$ cat config.mk
export PLATFORM = sky130hd
export DESIGN_NAME = mdsd_datapath
export DESIGN_NICKNAME = d
export VERILOG_FILES = /design/src/rtl/mdsd_pkg.sv /design/src/rtl/mdsd_datapath.sv
export SDC_FILE = /design/constraint.sdc
export NUM_CORES = 2
export LEC_CHECK = 0
export BUFFER_PORTS_ARGS = -buffer_cell sky130_fd_sc_hd__buf_2
export CORE_MARGIN = 1.5
export CORE_UTILIZATION = 40
export CTS_CLUSTER_SIZE = 24
export DETAILED_ROUTE_END_ITERATION = 7
export GPL_ROUTABILITY_DRIVEN = 0
export MAX_ROUTING_LAYER = met4
export RECOVER_POWER = 25
export SLEW_MARGIN = 30
export SYNTH_ARGS = -nofsm -noshare
export SYNTH_HDL_FRONTEND = slang
export SYNTH_SLANG_ARGS = --single-unit
$ cat constraint.sdc
create_clock -name clk_sys_i -period 3.25 [get_ports clk_sys_i]
set_input_delay 0.65 -clock clk_sys_i [delete_from_list [all_inputs] [get_ports clk_sys_i]]
set_output_delay 0.65 -clock clk_sys_i [all_outputs]
set_load 0.02 [all_outputs]
$ cat src/rtl/mdsd_pkg.sv
package mdsd_pkg;

	// ---------------------------------------------------------------
	// Widths and counts
	// ---------------------------------------------------------------
	localparam int unsigned MDSD_OPW = 16;
	localparam int unsigned MDSD_MULW = 17;
	localparam int unsigned MDSD_SHW = 40;
	localparam int unsigned MDSD_SHAMT_MAX = 16;
	localparam int unsigned MDSD_DIV_CYCLES = 19;
	localparam int unsigned MDSD_DIV_ITERS = 16;
	localparam logic [4:0] MDSD_STEP_RST = 5'h00;
	localparam logic [4:0] MDSD_STEP_LAST = 5'h12;
	localparam logic [4:0] MDSD_STEP_LOAD = 5'h00;
	localparam logic [4:0] MDSD_STEP_FIRST_ITER = 5'h01;
	localparam logic [4:0] MDSD_STEP_LAST_ITER = 5'h10;
	localparam logic [4:0] MDSD_STEP_SIGN = 5'h11;

	// ---------------------------------------------------------------
	// Encodings
	// ---------------------------------------------------------------
	typedef enum logic [1:0] {
		MDSD_MUL_SS,
		MDSD_MUL_UU,
		MDSD_MUL_SU,
		MDSD_MUL_US
	} mdsd_mul_mode_t;

	typedef enum logic [1:0] {
		MDSD_DIV_S16,
		MDSD_DIV_U16,
		MDSD_DIV_S32,
		MDSD_DIV_U32
	} mdsd_div_mode_t;

	typedef enum logic {
		MDSD_SH_LEFT,
		MDSD_SH_RIGHT
	} mdsd_sh_dir_t;

	// ---------------------------------------------------------------
	// Carriers
	// ---------------------------------------------------------------
	typedef struct packed {
		logic valid;
		mdsd_mul_mode_t mode;
		logic [15:0] a;
		logic [15:0] b;
	} mdsd_mul_req_t;

	typedef struct packed {
		logic valid;
		mdsd_sh_dir_t dir;
		logic arith;
		logic [4:0] amount;
		logic [39:0] data;
	} mdsd_sh_req_t;

	typedef struct packed {
		logic step;
		logic frac;
		mdsd_div_mode_t mode;
		logic [31:0] dividend;
		logic [15:0] divisor;
	} mdsd_div_req_t;

	typedef struct packed {
		logic [15:0] quot;
		logic [15:0] rem;
	} mdsd_div_res_t;

endpackage
$ cat src/rtl/mdsd_datapath.sv
`timescale 1ns/100ps
module mdsd_datapath (
	input wire logic clk_sys_i,
	input wire logic rst_n_i,
	input mdsd_pkg::mdsd_mul_req_t alu_mul_i,
	input mdsd_pkg::mdsd_mul_req_t dsp_mul_i,
	output logic [33:0] alu_prod_o,
	output logic [33:0] dsp_prod_o,
	output logic alu_mul_gnt_o,
	output logic dsp_mul_gnt_o,
	input mdsd_pkg::mdsd_sh_req_t alu_sh_i,
	input mdsd_pkg::mdsd_sh_req_t dsp_sh_i,
	output logic [39:0] alu_sh_o,
	output logic [39:0] dsp_sh_o,
	output logic alu_sh_gnt_o,
	output logic dsp_sh_gnt_o,
	input mdsd_pkg::mdsd_div_req_t div_i,
	input wire logic irq_hold_i,
	output mdsd_pkg::mdsd_div_res_t div_res_o,
	output logic div_busy_o,
	output logic div_done_o
);

	// ---------------------------------------------------------------
	// Multiplier
	// ---------------------------------------------------------------
	mdsd_pkg::mdsd_mul_req_t mul_sel;
	logic mul_dsp;
	logic a_sgn;
	logic b_sgn;
	logic signed [16:0] a_ext;
	logic signed [16:0] b_ext;
	logic signed [33:0] product;

	// DSP engine has priority on a collision
	assign mul_dsp = dsp_mul_i.valid;
	assign mul_sel = mul_dsp ? dsp_mul_i : alu_mul_i;
	assign dsp_mul_gnt_o = dsp_mul_i.valid;
	assign alu_mul_gnt_o = alu_mul_i.valid & ~dsp_mul_i.valid;

	always_comb begin
		a_sgn = 1'b0;
		b_sgn = 1'b0;
		case (mul_sel.mode)
			mdsd_pkg::MDSD_MUL_SS: begin
				a_sgn = 1'b1;
				b_sgn = 1'b1;
			end
			mdsd_pkg::MDSD_MUL_SU: a_sgn = 1'b1;
			mdsd_pkg::MDSD_MUL_US: b_sgn = 1'b1;
			default: begin
				a_sgn = 1'b0;
				b_sgn = 1'b0;
			end
		endcase
	end

	// Extension to 17 bits makes -1.0 x -1.0 exact
	assign a_ext = {a_sgn & mul_sel.a[15], mul_sel.a};
	assign b_ext = {b_sgn & mul_sel.b[15], mul_sel.b};
	assign product = a_ext * b_ext;

	// ---------------------------------------------------------------
	// Multiplier result
	// ---------------------------------------------------------------

	always_ff @(posedge clk_sys_i or negedge rst_n_i) begin
		if (!rst_n_i) begin
			alu_prod_o <= 34'h0;
			dsp_prod_o <= 34'h0;
		end else begin
			if (mul_sel.valid && mul_dsp) begin
				dsp_prod_o <= product;
			end
			if (mul_sel.valid && !mul_dsp) begin
				alu_prod_o <= product;
			end
		end
	end

	// ---------------------------------------------------------------
	// Barrel shifter
	// ---------------------------------------------------------------
	mdsd_pkg::mdsd_sh_req_t sh_sel;
	logic sh_dsp;
	logic [4:0] sh_amt;
	logic [39:0] sh_res;
	logic [79:0] sh_wide;

	// DSP instructions win, ALU waits while dsp_sh_i.valid is high
	assign sh_dsp = dsp_sh_i.valid;
	assign sh_sel = sh_dsp ? dsp_sh_i : alu_sh_i;
	assign dsp_sh_gnt_o = dsp_sh_i.valid;
	assign alu_sh_gnt_o = alu_sh_i.valid & ~dsp_sh_i.valid;
	assign sh_amt = (sh_sel.amount > 5'(mdsd_pkg::MDSD_SHAMT_MAX)) ?
		5'(mdsd_pkg::MDSD_SHAMT_MAX) : sh_sel.amount;
	assign sh_wide = {{40{sh_sel.arith & sh_sel.data[39]}}, sh_sel.data};

	always_comb begin
		if (sh_sel.dir == mdsd_pkg::MDSD_SH_LEFT) begin
			sh_res = sh_sel.data << sh_amt;
		end else begin
			sh_res = 40'(sh_wide >> sh_amt);
		end
	end

	always_ff @(posedge clk_sys_i or negedge rst_n_i) begin
		if (!rst_n_i) begin
			alu_sh_o <= 40'h0;
			dsp_sh_o <= 40'h0;
		end else begin
			if (sh_sel.valid && sh_dsp) begin
				dsp_sh_o <= sh_res;
			end
			if (sh_sel.valid && !sh_dsp) begin
				alu_sh_o <= sh_res;
			end
		end
	end

	// ---------------------------------------------------------------
	// Divider
	// ---------------------------------------------------------------
	logic [4:0] step;
	logic [31:0] rem_q;
	logic [15:0] dvs;
	logic neg_q;
	logic neg_r;
	logic [32:0] trial;
	logic [31:0] next_rem_q;
	logic adv;

	// ---------------------------------------------------------------
	// Divider control
	// ---------------------------------------------------------------

	assign adv = div_i.step & ~irq_hold_i;
	assign trial = {rem_q, 1'b0} - {1'b0, dvs, 16'h0};
	assign next_rem_q = trial[32] ? {rem_q[30:0], 1'b0} :
		{trial[31:16], rem_q[14:0], 1'b1};

	// Step counter walks 19 loop cycles; hold keeps it frozen
	always_ff @(posedge clk_sys_i or negedge rst_n_i) begin
		if (!rst_n_i) begin
			step <= mdsd_pkg::MDSD_STEP_RST;
		end else if (adv) begin
			if (step == mdsd_pkg::MDSD_STEP_LAST) begin
				step <= mdsd_pkg::MDSD_STEP_RST;
			end else begin
				step <= step + 5'h01;
			end
		end
	end

	// Load, 16 restoring iterations, sign fix, result
	always_ff @(posedge clk_sys_i or negedge rst_n_i) begin
		if (!rst_n_i) begin
			rem_q <= 32'h0;
			dvs <= 16'h0;
			neg_q <= 1'b0;
			neg_r <= 1'b0;
		end else if (adv) begin
			if (step == mdsd_pkg::MDSD_STEP_LOAD) begin
				logic sgn;
				logic [31:0] n;
				logic [15:0] d;
				sgn = (div_i.mode == mdsd_pkg::MDSD_DIV_S16) ||
					(div_i.mode == mdsd_pkg::MDSD_DIV_S32);
				n = div_i.dividend;
				if (div_i.mode == mdsd_pkg::MDSD_DIV_S16) begin
					n = {{16{div_i.dividend[15]}}, div_i.dividend[15:0]};
				end else if (div_i.mode == mdsd_pkg::MDSD_DIV_U16) begin
					n = {16'h0, div_i.dividend[15:0]};
				end
				if (div_i.frac) begin
					n = {n[15:0], 16'h0};
				end
				d = div_i.divisor;
				neg_q <= sgn & (n[31] ^ d[15]);
				neg_r <= sgn & n[31];
				rem_q <= (sgn && n[31]) ? 32'(-n) : n;
				dvs <= (sgn && d[15]) ? 16'(-d) : d;
			end else if (step <= mdsd_pkg::MDSD_STEP_LAST_ITER) begin
				rem_q <= next_rem_q;
			end else if (step == mdsd_pkg::MDSD_STEP_SIGN) begin
				if (neg_q) begin
					rem_q[15:0] <= 16'(-rem_q[15:0]);
				end
				if (neg_r) begin
					rem_q[31:16] <= 16'(-rem_q[31:16]);
				end
			end
		end
	end

	// ---------------------------------------------------------------
	// Divider result
	// ---------------------------------------------------------------

	assign div_busy_o = (step != mdsd_pkg::MDSD_STEP_RST);

	always_ff @(posedge clk_sys_i or negedge rst_n_i) begin
		if (!rst_n_i) begin
			div_res_o <= '0;
			div_done_o <= 1'b0;
		end else begin
			div_done_o <= adv && (step == mdsd_pkg::MDSD_STEP_LAST);
			if (adv && step == mdsd_pkg::MDSD_STEP_LAST) begin
				div_res_o.quot <= rem_q[15:0];
				div_res_o.rem <= rem_q[31:16];
			end
		end
	end

endmodule // mdsd_datapath

==> results.md <==
* Status: finished, violations left
* Failing checks: capacitance limit, slew limit, setup timing
* Max stage delay on crit path at around 0.6 ns
* Worst Path Required at 3.71 ns
* Post-DRT Antenna Nets at 0
* Worst slack at placement at -4.07 ns
* Synthesized net count at 4201
* Primary FF master, synth: dfrtp_1
* Register area share after synthesis at 0.198
* First-pass GRT wire length at roughly 170000 um
* Syn Std Cell Area at 29800 um^2
* Vias at 30600
* # DRC at 0
* Starting Density at 0.406
* Critical path peak fanout at 6
* CP top delay family: adder cells
* Die X at 276 um
* Clk slew on worst S/H paths at ~0.06 ns
* Layout fillers at 6596
* PnR worst setup slack at -3.17 ns
* Drt via density at between 5 and 6
* Clk sinks at about 240
* CTS tree: yes
* Area grow syn2layout at 36.6%
* Area contributors post-synth: fa_1 20%, dfrtp_1 20%, mux2i_1 8.7%
* Syn avg cell area at 8.35 um^2
* Hold Violations, Final at 0
* Critical path's slowest cell: fa_1
* 1st-pass router iterations at 6
* Final setup violation count at 60
* Area of the die at 76200 um^2
* GRT Resource Usage Total at 0.299
* Clk buf depth at 3
* Hold WC Path Type: in2reg
* IO Port Bufs at 406
* DR WL/cell at ~21 um
* Synth warn at 0
* Synth Register Bits at 236
* Std-Cell Rows at slightly below 100
* Post-synth ARST share at 1.00
* CP Buf/Inv Count at 7
* Number of synthesized flops with an enable pin at 0
* Kind of critical path: in2reg
* Cts bufs inserted at 28
* Die H at roughly 280 um
* Fmax at 156 MHz
* Final #Nets at 5105
* Area leader, netlist: fa_1
* RSZ-0062 raised after global routing: true
* Insertion delay to the later sink of the worst-skew pair at ~0.60 ns
* Share of layout cells above drive strength 1 at 0.342
* H-tree lvl count at 1
* Top post-synthesis cells by count: 562 x nand2_1, 413 x inv_1, 312 x nor2_1
* Pin count of the biggest net entering global routing at 79
* Slew Limit Fails at 79
* Crit end category: flip-flop
* WHS at 0.341 ns
* Setup crit start kind: input pin
* Gr ovfl total at 0
* Final Critical Period at 6.42 ns
* Hold buffer count at cts at 0
* Vias in the first global route at 29800
* Total Wirelength at around 110000 um
* Arrival @ worst endpoint at 6.88 ns
* Top-level port count at slightly above 400
* Post-Syn Instances at between 3000 and 4000
* Post-synth top area share at 0.200
* Clock skew at ~0.033 ns
* Rel. slew slack at -0.458
* Area occupied by multi-input gates at between 20000 and 25000 um^2
* Initial antenna violation count at 9
* Most frequent CP cell: fa_1
* Root buf cell: clkbuf_16
* Sequential cell area at slightly below 6000 um^2
* Detail Placement HPWL at 90400 um
* Max Cap Viol at 1
* Post-synth cell types at 87
* Tcrit/Tclk final at 1.97
* DRT iter0 DRCs at approximately 3400
* Worst Tran Pin Value at 2.19 ns
* Core Box Area at 73500 um^2
* Most frequent cell after synthesis: nand2_1
==> cells by family (layout without fill, tap and decap cells) <==
| family | after synthesis | in the layout | share of synthesized area |
|---|---|---|---|
| AO/OA/AOI/OAI | 759 | 759 | 0.166 |
| XOR/XNOR | 98 | 98 | 0.0288 |
| adder cells (fa/ha/maj) | 406 | 406 | 0.245 |
| buffers and inverters | 626 | 1549 | 0.0811 |
| flip-flops | 236 | 236 | 0.198 |
| multiplexers | 346 | 349 | 0.122 |
| other | 0 | 6 | 0 |
| AND/OR/NAND/NOR | 1103 | 1103 | 0.159 |
==> timing repair <==
item                       4_1_cts  5_1_grt
setup endpoints to repair       67       70
cloned                           5        0
gates resized for setup        286      175
pin swaps                      127      112
buffers inserted                66       33
==> tightest hold or removal path, delay by kind of cell <==
family / cells / cell delay (ns)
compound gates: 1 / 0.07
buf+inv: 1 / 0.09
simple gates: 1 / 0.07
==> registers in the layout, summed over array words and instances, names as in the netlist <==
signal,flops
alu_sh_o,40
neg_q,1
rem_q,32
neg_r,1
div_done_o,1
div_res_o,32
alu_prod_o,34
step,5
dvs,16
dsp_prod_o,34
dsp_sh_o,40
==> through the flow <==
stage / instances / setup TNS (ns) / cell area (um^2) / utilization
after floorplan: 3574 / -156.85 / 30300 / -
after global placement: 5322 / -202.78 / 37300 / 0.508
after detailed placement: 5322 / -206.02 / 37300 / 0.508
after CTS: 5438 / -137.75 / 40000 / 0.544
after global routing: 5465 / -156.89 / 40800 / 0.555
final: 5465 / -142.33 / 40800 / 0.555
==> layer usage <==
layer / global-route usage / vias up / wire (um)
met5: - / - / 0
li1: - / 13900 / -
met2: 0.459 / 1531 / 51900
met4: 0.0901 / 0 / 4150
met1: 0.399 / 14900 / 47600
met3: 0.0599 / 264 / 11000
==> final timing paths <==
path	start	endpoint	slack [ns]	cells after the start
max	dsp_mul_i[34]	dsp_prod_o[30]$_DFFE_PN0P_	-3.17	25
min	dsp_mul_i[0]	dsp_prod_o[0]$_DFFE_PN0P_	0.34	3
max in group asynchronous	rst_n_i	rem_q[1]$_DFFE_PN0P_	0.36	2
max reg2reg	rem_q[15]$_DFFE_PN0P_	rem_q[28]$_DFFE_PN0P_	0.08	13
min in group asynchronous	rst_n_i	alu_prod_o[6]$_DFFE_PN0P_	0.70	1
min reg2reg	alu_sh_o[11]$_DFFE_PN0P_	alu_sh_o[11]$_DFFE_PN0P_	0.47	2
==> placed cells by master, fill, tap and decap left out, types with 13 or more instances in the layout <==
cell,instances
nor2_1,288
buf_4,566
ha_1,75
clkbuf_16,28
nand2_1,529
o21ai_0,131
dfrtp_1,236
xor2_1,30
a21oi_1,131
mux2_2,50
a31oi_1,103
o21ai_1,19
mux2_4,33
nand2b_1,17
fa_2,23
fa_1,275
nor3_1,36
buf_2,403
a211oi_1,90
and3b_1,33
o21ai_2,21
o21a_1,13
nand2_2,21
nor2_2,13
nand3_1,35
xnor2_1,51
buf_6,68
nor2b_1,18
buf_12,28
o211ai_1,28
ha_4,28
mux2i_1,238
a221oi_1,14
a21o_1,23
inv_1,358
inv_2,55
o31ai_1,18
o22ai_1,16
==> final cells by class <==
class                      count  area share
inverter                     419      0.0387
timing repair buffer        1078       0.190
clock inverter                17     0.00583
sequential                   236       0.145
tap                          959      0.0294
multi-input combinational   2715       0.571
clock buffer                  35      0.0191
antenna                        6    0.000368
Power is left out: the tool's default activity adds up to more than one toggle a clock period on the data nets, which glitch-free logic cannot reach.
